==> src/core/mwm_defines.svh <==
// Constants for the serial avionics bus word monitor: timing, fields, register map
`ifndef MWM_DEFINES_SVH
`define MWM_DEFINES_SVH

// Timing
`define MWM_CLK_MHZ          50
`define MWM_HALF_BIT_NS      500
`define MWM_NS_PER_US        1000
`define MWM_SYNC_HALVES      3
`define MWM_SYNC_TOL_LO_X2   5
`define MWM_SYNC_TOL_HI_X2   7
`define MWM_BIT_CELLS        17
`define MWM_RUN_SAT          8'hFF

// Word layout, bit 0 is the last information bit sent
`define MWM_W_ADDR_HI        15
`define MWM_W_ADDR_LO        11
`define MWM_CW_TR            10
`define MWM_CW_SA_HI         9
`define MWM_CW_SA_LO         5
`define MWM_CW_CNT_HI        4
`define MWM_CW_CNT_LO        0
`define MWM_SW_MSG_ERR       10
`define MWM_SW_INSTR         9
`define MWM_SW_SVC_REQ       8
`define MWM_SW_RSV_HI        7
`define MWM_SW_RSV_LO        5
`define MWM_SW_BCAST         4
`define MWM_SW_BUSY          3
`define MWM_SW_SUBSYS        2
`define MWM_SW_DYN_BUS       1
`define MWM_SW_TERM          0
`define MWM_BCAST_ADDR       5'h1F
`define MWM_MODE_SA_LO       5'h00
`define MWM_MODE_SA_HI       5'h1F
`define MWM_CNT_ZERO         5'h00
`define MWM_CNT_ZERO_AS      6'h20

// Register map, byte addresses
`define MWM_REG_CTRL         8'h00
`define MWM_REG_ERR          8'h04
`define MWM_REG_LAST         8'h08
`define MWM_REG_CMD          8'h0C
`define MWM_REG_STAT         8'h10
`define MWM_REG_WCNT         8'h14
`define MWM_CTRL_EN          0
`define MWM_CTRL_INV         1
`define MWM_CTRL_RST         2'h1
`define MWM_ERR_PAR          0
`define MWM_ERR_MAN          1
`define MWM_ERR_SYNC         2

`endif

==> src/core/mwm_pkg.sv <==
// Types shared by the word monitor
package mwm_pkg;

	typedef enum logic [2:0] {
		MWM_ST_IDLE = 3'h1,
		MWM_ST_SYNC = 3'h2,
		MWM_ST_BITS = 3'h4
	} mwm_state_t;

	typedef enum logic [1:0] {
		MWM_LVL_NULL = 2'h0,
		MWM_LVL_HI   = 2'h1,
		MWM_LVL_LO   = 2'h2
	} mwm_lvl_t;

	typedef enum logic [1:0] {
		MWM_WT_NONE = 2'h0,
		MWM_WT_CMD  = 2'h1,
		MWM_WT_STAT = 2'h2,
		MWM_WT_DATA = 2'h3
	} mwm_word_t;

endpackage

==> src/core/mwm_word_monitor.sv <==
// Passive Manchester word monitor with decoded fields and an Avalon-MM register slave
// Notes on behaviour
// - One is high-then-low, zero is low-then-high
// - Each word starts with a non-Manchester sync
// - Every word is command, data or status
// - Extract five-bit terminal address, 31 terminals
// - Extract five-bit subaddress of command words
// - Subaddress 0 or 31 means mode code
// - Word count gives data words, up to 32
// - Mode commands report count field as mode
// - Decode the transmit/receive direction bit
// - Odd parity over word; even count flags error
// - Data word gives its sixteen-bit payload
// - Report the status message error bit
// - Terminal keeps instrumentation bit zero in status
// - Report the status service request bit
// - Report the status broadcast-received bit
// - Report the status busy bit
// - Report the status subsystem flag bit
// - Report the dynamic bus control acceptance bit
// - Report the status terminal flag bit
// - Reserved status bits passed through uninterpreted
// - Listen only, never transmit on bus
// - Missing mid-cell transition flags Manchester error
// - Misshapen second sync half, or a level stuck beyond any sync length, flags a sync error
`timescale 1ns/1ps
`include "mwm_defines.svh"

module mwm_word_monitor #(
	parameter int CLK_MHZ = `MWM_CLK_MHZ
) (
	input  wire logic        clk,
	input  wire logic        rst_n,
	input  wire logic        ce,
	input  wire logic        bus_pos,
	input  wire logic        bus_neg,
	input  wire logic [7:0]  avs_address,
	input  wire logic        avs_read,
	input  wire logic        avs_write,
	input  wire logic [31:0] avs_writedata,
	input  wire logic [3:0]  avs_byteenable,
	output logic      [31:0] avs_readdata,
	output logic             avs_waitrequest,
	output logic             word_valid,
	output logic      [1:0]  word_type,
	output logic      [15:0] word_data,
	output logic             parity_err,
	output logic             manch_err,
	output logic             sync_err,
	output logic      [4:0]  rt_addr,
	output logic             tr_bit,
	output logic      [4:0]  subaddr,
	output logic      [5:0]  word_count,
	output logic             mode_cmd,
	output logic      [4:0]  mode_code,
	output logic             bcast_cmd,
	output logic             st_msg_err,
	output logic             st_instr,
	output logic             st_svc_req,
	output logic      [2:0]  st_reserved,
	output logic             st_bcast_rcvd,
	output logic             st_busy,
	output logic             st_subsys_flag,
	output logic             st_dyn_bus_acc,
	output logic             st_term_flag
);

	localparam int HALF_CYC = (`MWM_HALF_BIT_NS * CLK_MHZ) / `MWM_NS_PER_US;
	localparam logic [7:0] C_S1       = 8'(HALF_CYC / 2);
	localparam logic [7:0] C_S2       = 8'(HALF_CYC + HALF_CYC / 2);
	localparam logic [7:0] C_S3       = 8'(2 * HALF_CYC + HALF_CYC / 2);
	localparam logic [7:0] C_CELL_END = 8'(2 * HALF_CYC - 1);
	localparam logic [7:0] C_SYNC_END = 8'(`MWM_SYNC_HALVES * HALF_CYC - 1);
	localparam logic [7:0] C_SYNC_MIN = 8'((`MWM_SYNC_TOL_LO_X2 * HALF_CYC) / 2);
	localparam logic [7:0] C_SYNC_MAX = 8'((`MWM_SYNC_TOL_HI_X2 * HALF_CYC) / 2);
	localparam logic [4:0] C_LAST_BIT = 5'(`MWM_BIT_CELLS - 1);
	// Run and cell counters are eight bits; the longest run must fit below saturation
	if (HALF_CYC < 4 || `MWM_SYNC_TOL_HI_X2 * HALF_CYC / 2 + 1 >= 255) begin : g_chk
		$error("CLK_MHZ gives a half-bit count the decoder cannot serve");
	end
	function automatic mwm_pkg::mwm_lvl_t line_lvl(
		input logic p,
		input logic n,
		input logic inv
	);
		if (p == n)
			line_lvl = mwm_pkg::MWM_LVL_NULL;
		else if (p ^ inv)
			line_lvl = mwm_pkg::MWM_LVL_HI;
		else
			line_lvl = mwm_pkg::MWM_LVL_LO;
	endfunction
	function automatic logic is_sync_sample(input logic [7:0] c);
		is_sync_sample = (c == C_S1) || (c == C_S2) || (c == C_S3);
	endfunction

	// Pin synchronisers
	logic pos_m_q;
	logic pos_s_q;
	logic neg_m_q;
	logic neg_s_q;

	always_ff @(posedge clk) begin
		if (!rst_n) begin
			pos_m_q <= 1'b0;
			pos_s_q <= 1'b0;
			neg_m_q <= 1'b0;
			neg_s_q <= 1'b0;
		end else if (ce) begin
			pos_m_q <= bus_pos;
			pos_s_q <= pos_m_q;
			neg_m_q <= bus_neg;
			neg_s_q <= neg_m_q;
		end
	end

	logic [1:0]          ctrl_q;
	mwm_pkg::mwm_lvl_t   cur_lvl;
	mwm_pkg::mwm_lvl_t   lvl_q;
	logic [7:0]          run_q;
	mwm_pkg::mwm_state_t state_q;
	logic [7:0]          cnt_q;
	logic [4:0]          bit_idx_q;
	logic                cs_sync_q;
	mwm_pkg::mwm_lvl_t   h1_q;
	mwm_pkg::mwm_lvl_t   sync_exp_q;
	logic [16:0]         sh_q;
	logic                manch_bad_q;
	logic                sync_bad;
	logic                sync_start;
	logic                word_done;
	logic                bit_one;
	logic                bit_zero;
	logic [15:0]         wdata;
	logic                par_ok;
	logic                exp_status_q;
	logic                is_status;
	assign cur_lvl = line_lvl(pos_s_q, neg_s_q, ctrl_q[`MWM_CTRL_INV]);
	// Sync start: a full-length run of one level ends in the opposite level
	assign sync_start = (state_q == mwm_pkg::MWM_ST_IDLE) && ctrl_q[`MWM_CTRL_EN]
		&& (lvl_q != mwm_pkg::MWM_LVL_NULL) && (cur_lvl != mwm_pkg::MWM_LVL_NULL)
		&& (cur_lvl != lvl_q) && (run_q >= C_SYNC_MIN) && (run_q <= C_SYNC_MAX);

	// Misshapen second sync half, or a level stuck beyond any sync length
	assign sync_bad = ((state_q == mwm_pkg::MWM_ST_SYNC) && is_sync_sample(cnt_q)
		&& (cur_lvl != sync_exp_q))
		|| ((state_q == mwm_pkg::MWM_ST_IDLE) && ctrl_q[`MWM_CTRL_EN]
		&& (lvl_q != mwm_pkg::MWM_LVL_NULL) && (run_q == C_SYNC_MAX + 8'h01));

	assign bit_one  = (h1_q == mwm_pkg::MWM_LVL_HI) && (cur_lvl == mwm_pkg::MWM_LVL_LO);
	assign bit_zero = (h1_q == mwm_pkg::MWM_LVL_LO) && (cur_lvl == mwm_pkg::MWM_LVL_HI);
	assign word_done = (state_q == mwm_pkg::MWM_ST_BITS) && (cnt_q == C_CELL_END)
		&& (bit_idx_q == C_LAST_BIT);
	assign wdata  = sh_q[16:1];
	assign par_ok = ^sh_q;

	// A status word can only follow a command, and its instrumentation bit is zero
	assign is_status = exp_status_q && !wdata[`MWM_SW_INSTR];

	// Line level and run length since the last change or word end
	always_ff @(posedge clk) begin
		if (!rst_n) begin
			lvl_q <= mwm_pkg::MWM_LVL_NULL;
			run_q <= 8'h00;
		end else if (ce) begin
			lvl_q <= cur_lvl;
			if (word_done || cur_lvl != lvl_q)
				run_q <= 8'h00;
			else if (run_q != `MWM_RUN_SAT)
				run_q <= run_q + 8'h01;
		end
	end

	// Word framer: sync check, then half-bit sampling of each cell
	always_ff @(posedge clk) begin
		if (!rst_n) begin
			state_q     <= mwm_pkg::MWM_ST_IDLE;
			cnt_q       <= 8'h00;
			bit_idx_q   <= 5'h00;
			cs_sync_q   <= 1'b0;
			h1_q        <= mwm_pkg::MWM_LVL_NULL;
			sync_exp_q  <= mwm_pkg::MWM_LVL_NULL;
			sh_q        <= 17'h00000;
			manch_bad_q <= 1'b0;
		end else if (ce) begin
			case (state_q)
				mwm_pkg::MWM_ST_IDLE: begin
					if (sync_start) begin
						state_q     <= mwm_pkg::MWM_ST_SYNC;
						cs_sync_q   <= (lvl_q == mwm_pkg::MWM_LVL_HI);
						sync_exp_q  <= cur_lvl;
						cnt_q       <= 8'h00;
						manch_bad_q <= 1'b0;
					end
				end
				mwm_pkg::MWM_ST_SYNC: begin
					if (sync_bad) begin
						state_q <= mwm_pkg::MWM_ST_IDLE;
					end else if (cnt_q == C_SYNC_END) begin
						state_q   <= mwm_pkg::MWM_ST_BITS;
						cnt_q     <= 8'h00;
						bit_idx_q <= 5'h00;
					end else begin
						cnt_q <= cnt_q + 8'h01;
					end
				end
				mwm_pkg::MWM_ST_BITS: begin
					if (cnt_q == C_S1)
						h1_q <= cur_lvl;
					if (cnt_q == C_S2) begin
						sh_q <= {sh_q[15:0], bit_one};
						if (!(bit_one || bit_zero))
							manch_bad_q <= 1'b1;
					end
					if (cnt_q == C_CELL_END) begin
						cnt_q     <= 8'h00;
						bit_idx_q <= bit_idx_q + 5'h01;
						if (bit_idx_q == C_LAST_BIT)
							state_q <= mwm_pkg::MWM_ST_IDLE;
					end else begin
						cnt_q <= cnt_q + 8'h01;
					end
				end
				default: begin
					state_q <= mwm_pkg::MWM_ST_IDLE;
				end
			endcase
		end
	end

	// Message sequence: after a non-broadcast command a status answer may follow.
	// Limitation: a terminal-to-terminal transfer can still look like a status word.
	always_ff @(posedge clk) begin
		if (!rst_n) begin
			exp_status_q <= 1'b0;
		end else if (ce && word_done && cs_sync_q) begin
			if (is_status)
				exp_status_q <= 1'b0;
			else
				exp_status_q <= (wdata[`MWM_W_ADDR_HI:`MWM_W_ADDR_LO] != `MWM_BCAST_ADDR);
		end
	end

	// Word level outputs
	always_ff @(posedge clk) begin
		if (!rst_n) begin
			word_valid <= 1'b0;
			word_type  <= mwm_pkg::MWM_WT_NONE;
			word_data  <= 16'h0000;
			parity_err <= 1'b0;
			manch_err  <= 1'b0;
			sync_err   <= 1'b0;
		end else if (ce) begin
			word_valid <= word_done;
			sync_err   <= sync_bad;
			if (word_done) begin
				word_data  <= wdata;
				parity_err <= !par_ok;
				manch_err  <= manch_bad_q;
				if (!cs_sync_q)
					word_type <= mwm_pkg::MWM_WT_DATA;
				else if (is_status)
					word_type <= mwm_pkg::MWM_WT_STAT;
				else
					word_type <= mwm_pkg::MWM_WT_CMD;
			end
		end
	end

	// Command fields
	always_ff @(posedge clk) begin
		if (!rst_n) begin
			rt_addr    <= 5'h00;
			tr_bit     <= 1'b0;
			subaddr    <= 5'h00;
			word_count <= 6'h00;
			mode_cmd   <= 1'b0;
			mode_code  <= 5'h00;
			bcast_cmd  <= 1'b0;
		end else if (ce && word_done && cs_sync_q) begin
			rt_addr <= wdata[`MWM_W_ADDR_HI:`MWM_W_ADDR_LO];
			if (!is_status) begin
				tr_bit    <= wdata[`MWM_CW_TR];
				subaddr   <= wdata[`MWM_CW_SA_HI:`MWM_CW_SA_LO];
				bcast_cmd <= (wdata[`MWM_W_ADDR_HI:`MWM_W_ADDR_LO] == `MWM_BCAST_ADDR);
				if (wdata[`MWM_CW_SA_HI:`MWM_CW_SA_LO] == `MWM_MODE_SA_LO
					|| wdata[`MWM_CW_SA_HI:`MWM_CW_SA_LO] == `MWM_MODE_SA_HI) begin
					mode_cmd   <= 1'b1;
					mode_code  <= wdata[`MWM_CW_CNT_HI:`MWM_CW_CNT_LO];
					word_count <= 6'h00;
				end else begin
					mode_cmd  <= 1'b0;
					mode_code <= 5'h00;
					if (wdata[`MWM_CW_CNT_HI:`MWM_CW_CNT_LO] == `MWM_CNT_ZERO)
						word_count <= `MWM_CNT_ZERO_AS;
					else
						word_count <= {1'b0, wdata[`MWM_CW_CNT_HI:`MWM_CW_CNT_LO]};
				end
			end
		end
	end

	// Status fields, reserved bits passed as received
	always_ff @(posedge clk) begin
		if (!rst_n) begin
			st_msg_err     <= 1'b0;
			st_instr       <= 1'b0;
			st_svc_req     <= 1'b0;
			st_reserved    <= 3'h0;
			st_bcast_rcvd  <= 1'b0;
			st_busy        <= 1'b0;
			st_subsys_flag <= 1'b0;
			st_dyn_bus_acc <= 1'b0;
			st_term_flag   <= 1'b0;
		end else if (ce && word_done && cs_sync_q && is_status) begin
			st_msg_err     <= wdata[`MWM_SW_MSG_ERR];
			st_instr       <= wdata[`MWM_SW_INSTR];
			st_svc_req     <= wdata[`MWM_SW_SVC_REQ];
			st_reserved    <= wdata[`MWM_SW_RSV_HI:`MWM_SW_RSV_LO];
			st_bcast_rcvd  <= wdata[`MWM_SW_BCAST];
			st_busy        <= wdata[`MWM_SW_BUSY];
			st_subsys_flag <= wdata[`MWM_SW_SUBSYS];
			st_dyn_bus_acc <= wdata[`MWM_SW_DYN_BUS];
			st_term_flag   <= wdata[`MWM_SW_TERM];
		end
	end

	// Register slave: one wait cycle, then the access completes.
	// The monitor has no driver on the bus pins at all.
	logic [2:0]  err_q;
	logic [2:0]  err_set;
	logic [2:0]  err_clr;
	logic [15:0] stat_word_q;
	logic [31:0] wcnt_q;
	logic        wr_go;
	assign wr_go   = avs_write && !avs_waitrequest;
	assign err_set = {sync_bad, word_done && manch_bad_q, word_done && !par_ok};
	assign err_clr = (wr_go && avs_address == `MWM_REG_ERR && avs_byteenable[0])
		? avs_writedata[2:0] : 3'h0;
	always_ff @(posedge clk) begin
		if (!rst_n) begin
			avs_waitrequest <= 1'b1;
		end else if (ce) begin
			avs_waitrequest <= !((avs_read || avs_write) && avs_waitrequest);
		end
	end

	always_ff @(posedge clk) begin
		if (!rst_n) begin
			ctrl_q <= `MWM_CTRL_RST;
		end else if (ce && wr_go && avs_address == `MWM_REG_CTRL && avs_byteenable[0]) begin
			ctrl_q <= avs_writedata[1:0];
		end
	end
	// Hardware set wins over a software clear in the same cycle
	always_ff @(posedge clk) begin
		if (!rst_n) begin
			err_q <= 3'h0;
		end else if (ce) begin
			err_q <= (err_q & ~err_clr) | err_set;
		end
	end

	always_ff @(posedge clk) begin
		if (!rst_n) begin
			stat_word_q <= 16'h0000;
			wcnt_q      <= 32'h00000000;
		end else if (ce && word_done) begin
			wcnt_q <= wcnt_q + 32'h00000001;
			if (cs_sync_q && is_status)
				stat_word_q <= wdata;
		end
	end

	always_ff @(posedge clk) begin
		if (!rst_n) begin
			avs_readdata <= 32'h00000000;
		end else if (ce && avs_read && avs_waitrequest) begin
			case (avs_address)
				`MWM_REG_CTRL: avs_readdata <= {30'h00000000, ctrl_q};
				`MWM_REG_ERR:  avs_readdata <= {29'h00000000, err_q};
				`MWM_REG_LAST: avs_readdata <= {12'h000, manch_err, parity_err, word_type,
					word_data};
				`MWM_REG_CMD:  avs_readdata <= {8'h00, bcast_cmd, mode_code, mode_cmd,
					word_count, subaddr, tr_bit, rt_addr};
				`MWM_REG_STAT: avs_readdata <= {16'h0000, stat_word_q};
				`MWM_REG_WCNT: avs_readdata <= wcnt_q;
				default:       avs_readdata <= 32'h00000000;
			endcase
		end
	end

endmodule
==> config.mk <==
export PLATFORM = sky130hd
export DESIGN_NAME = mwm_word_monitor
export DESIGN_NICKNAME = d
export VERILOG_FILES = /design/src/core/mwm_pkg.sv /design/src/core/mwm_word_monitor.sv
export VERILOG_INCLUDE_DIRS = /design/src /design/src/core
export SDC_FILE = /design/constraint.sdc
export NUM_CORES = 1
export LEC_CHECK = 0
export ABC_AREA = 1
export BUFFER_PORTS_ARGS = -buffer_cell sky130_fd_sc_hd__buf_4
export CAP_MARGIN = 40
export CORE_MARGIN = 2
export CORE_UTILIZATION = 30
export CTS_CLUSTER_SIZE = 12
export DETAILED_ROUTE_END_ITERATION = 16
export SYNTH_ARGS = -nofsm -noshare
export SYNTH_HDL_FRONTEND = slang
export SYNTH_SLANG_ARGS = --single-unit
==> constraint.sdc <==
create_clock -name clk -period 5.4 [get_ports clk]
set_input_delay 1.62 -clock clk [delete_from_list [all_inputs] [get_ports clk]]
set_output_delay 1.62 -clock clk [all_outputs]
set_load 0.03 [all_outputs]
==> qor.yml <==
post_cts_buffers: 0
min_period_over_period: 0.651
layout.cells.non_filler: 1783
power_frac_comb: 0.049
hp-class: "reg -> reg"
switching_share: 0.245
critPathMaxFanout: 19
numCtsBuffers: 17
power.share.sequential: 0.502
ff2ff_setup_slack_ns: 2.90
status: "completed"
synth_top_flop_cell: "dfxtp_1"
p_per_area_nw_per_um2: 265
hold_buffers: 0
drive_above_1_share: 0.137
synth_nets: 1359
gp_congestion: 0.886
clkPwrFrac: 0.450
setup_ws_ns: 1.89
vdd_drop_max_uv: 217
synth-seq-cells: 197
first_global_vias: 8519
clock-root-buffer: "clkbuf_16"
maxSlewViolCount: 0
initial_core_util: 0.305
layout_commonest_cell: "nand2_1"
place_worst_setup_slack_ns: 1.44
numPortBuffers: 108
dp.cells: 1751
clkSinkCount: 197
wl_per_cell_um: 16.2
period_needed_ns: 3.51
p_leak_nw: 4.32
antenna_found_initial: 1
syn_inst: 1292
ys_warn_count: 0
syn_area_per_cell_um2: 7.23
fmax_ghz: 0.285
fill_cells: 3250
synth_area_um2: 9340
r2r_cells: 8
r2r_start: "cnt_q[0]$_SDFFE_PN0P_"
setup_viol: 0
boundaryPins: 141
startpoint_type: "primary input"
fin_skew_ns: 0.00814
fp-row-count: 64
clock_latency_ns: 0.44
cts_tree: "done"
endpoint_kind: "register"
worst_pin_slew_ns: 0.760
grt_pass1_wl_um: 45800
clock_path_buffers: 2
p_sw_w: 0.000718
hold_violations: 0
worstPathArrival_ns: 3.89
drc: 0
relSlewSlack: 0.493
die_area_um2: 32600
synthArstFlopShare: 0
fin_setup_tns_ns: 0
max-cap-violations: 0
path_clk_slew_ns: 0.07
p_int_w: 0.00222
synth-edff-count: 0
viasPerCell: 5.03
path_class: "in -> reg"
vias: 8960
diodes: 0
rsz0062_at_grt: "false"
fp.dieH_um: 180
area_delta_synth_final_pct: 18.3
routed_wirelength_um: 28900
core-area_um2: 30600
timing.rr.end: "subaddr[4]$_SDFFE_PN0P_"
firstDrtPassIters: 5
grt-ovfl-total: 0
worst_ep_required_time_ns: 5.77
grtUsageTotal: 0.177
endpoint: "avs_readdata[19]$_SDFFE_PN0P_"
nNetsFinal: 1441
cts_resized: 0
drtAntennaViolNets: 0
drt_iter0_markers: 668
crit_start: "avs_address[0]"
h-tree-depth: 4
synth.distinct_cells: 53
seq_area_frac_synth: 0.422
grt_max_degree: 60
layout_common_cells: "nand2_1, dfxtp_1, inv_1, a21oi_1, buf_4"
dp_hpwl_um: 21300
die_x_um: 180
==> Yosys cell counts, types with 3 or more instances <==
library cell | instances | area share
nor3_4 | 3 | 0.0052
buf_4 | 5 | 0.0040
buf_2 | 6 | 0.0032
inv_2 | 6 | 0.0024
nand4_1 | 21 | 0.014
o21ai_1 | 9 | 0.0048
a22oi_1 | 6 | 0.0048
or2_2 | 3 | 0.0020
xnor2_1 | 6 | 0.0056
a21oi_1 | 132 | 0.071
xor2_1 | 11 | 0.010
inv_1 | 165 | 0.066
ha_1 | 16 | 0.021
nor2_1 | 91 | 0.037
a31oi_1 | 3 | 0.0020
nand3b_1 | 3 | 0.0024
o221ai_1 | 4 | 0.0038
o211ai_1 | 3 | 0.0024
o21ai_0 | 100 | 0.054
nand2_2 | 5 | 0.0033
a22oi_2 | 9 | 0.012
nand3_1 | 95 | 0.051
clkbuf_1 | 33 | 0.013
a211oi_1 | 6 | 0.0048
nor2_2 | 4 | 0.0027
nand2_1 | 252 | 0.10
buf_1 | 4 | 0.0016
o22ai_1 | 28 | 0.019
dfxtp_1 | 197 | 0.42
nor2_4 | 3 | 0.0036
nor3_1 | 36 | 0.019
==> power by group through the flow <==
stage | clock network, W | registers [W] | logic (W)
floorplan | 0 | 0.00151 | 0.0000982
global placement | 0 | 0.00150 | 0.000141
detailed placement | 0 | 0.00151 | 0.000143
CTS | 0.00134 | 0.00147 | 0.000143
global route | 0.00140 | 0.00147 | 0.000162
finish | 0.00132 | 0.00147 | 0.000143
==> logic make-up (layout without fill, tap and decap cells) <==
family,after synthesis,count (layout),synth area share
simple gates,532,532,0.260
compound gates,307,307,0.184
buf+inv,223,318,0.0958
flops,197,197,0.422
xor+xnor,17,17,0.0159
fa+ha+maj,16,16,0.0214
==> state kept, by name, summed over array words and instances (netlist names), 6 cells and up <==
signal        flops
avs_readdata     32
word_count        6
run_q             8
stat_word_q      16
cnt_q             8
word_data        16
sh_q             17
wcnt_q           32
==> stage by stage <==
stage | hold WS [ns] | util | instance area [um^2] | power (W)
floorplan | 0.417 | - | 9340 | 0.00160
global placement | 0.426 | 0.341 | 10400 | 0.00165
detailed placement | 0.436 | 0.341 | 10400 | 0.00165
CTS | 0.446 | 0.361 | 11000 | 0.00296
global route | 0.459 | 0.361 | 11000 | 0.00303
finish | 0.443 | 0.361 | 11000 | 0.00293
==> how the worst min path moves through the flow <==
stage	startpoint	endpoint	slack [ns]	cells after the start
floorplan	stat_word_q[9]$_SDFFE_PN0P_	stat_word_q[9]$_SDFFE_PN0P_	0.42	2
global placement	stat_word_q[9]$_SDFFE_PN0P_	stat_word_q[9]$_SDFFE_PN0P_	0.43	2
detailed placement	stat_word_q[9]$_SDFFE_PN0P_	stat_word_q[9]$_SDFFE_PN0P_	0.44	2
CTS	stat_word_q[9]$_SDFFE_PN0P_	stat_word_q[9]$_SDFFE_PN0P_	0.45	2
global route	st_instr$_SDFFE_PN0P_	st_instr$_SDFFE_PN0P_	0.46	2
finish	stat_word_q[9]$_SDFFE_PN0P_	stat_word_q[9]$_SDFFE_PN0P_	0.44	2
==> routing by layer <==
layer | vias up | global-route usage | wire (um)
li1 | 4460 | - | -
met1 | 4180 | 0.225 | 12600
met2 | 252 | 0.290 | 13300
met3 | 66 | 0.0376 | 1870
met4 | 2 | 0.0755 | 1150
met5 | - | 0 | 13
==> worst max-delay path: stages <==
cell,delay [ns]
buf_4,0.13
nor2_1,0.17
nand2_1,0.12
nor2_1,0.23
nand2_1,0.49
inv_1,0.60
nand2_1,0.12
o211ai_1,0.12
nand2_1,0.14
a21oi_1,0.14
==> area by class of cell <==
class,count,area (um^2),share of cell area
multi-input cells,872,4500,0.407
well taps,396,495,0.0448
clock inverters,13,166,0.0151
flip-flops and latches,197,3940,0.357
clock buffers,19,443,0.0401
inverters,172,646,0.0584
repair buffers,114,856,0.0775
No activity file was read; power rests on OpenSTA's default activity.
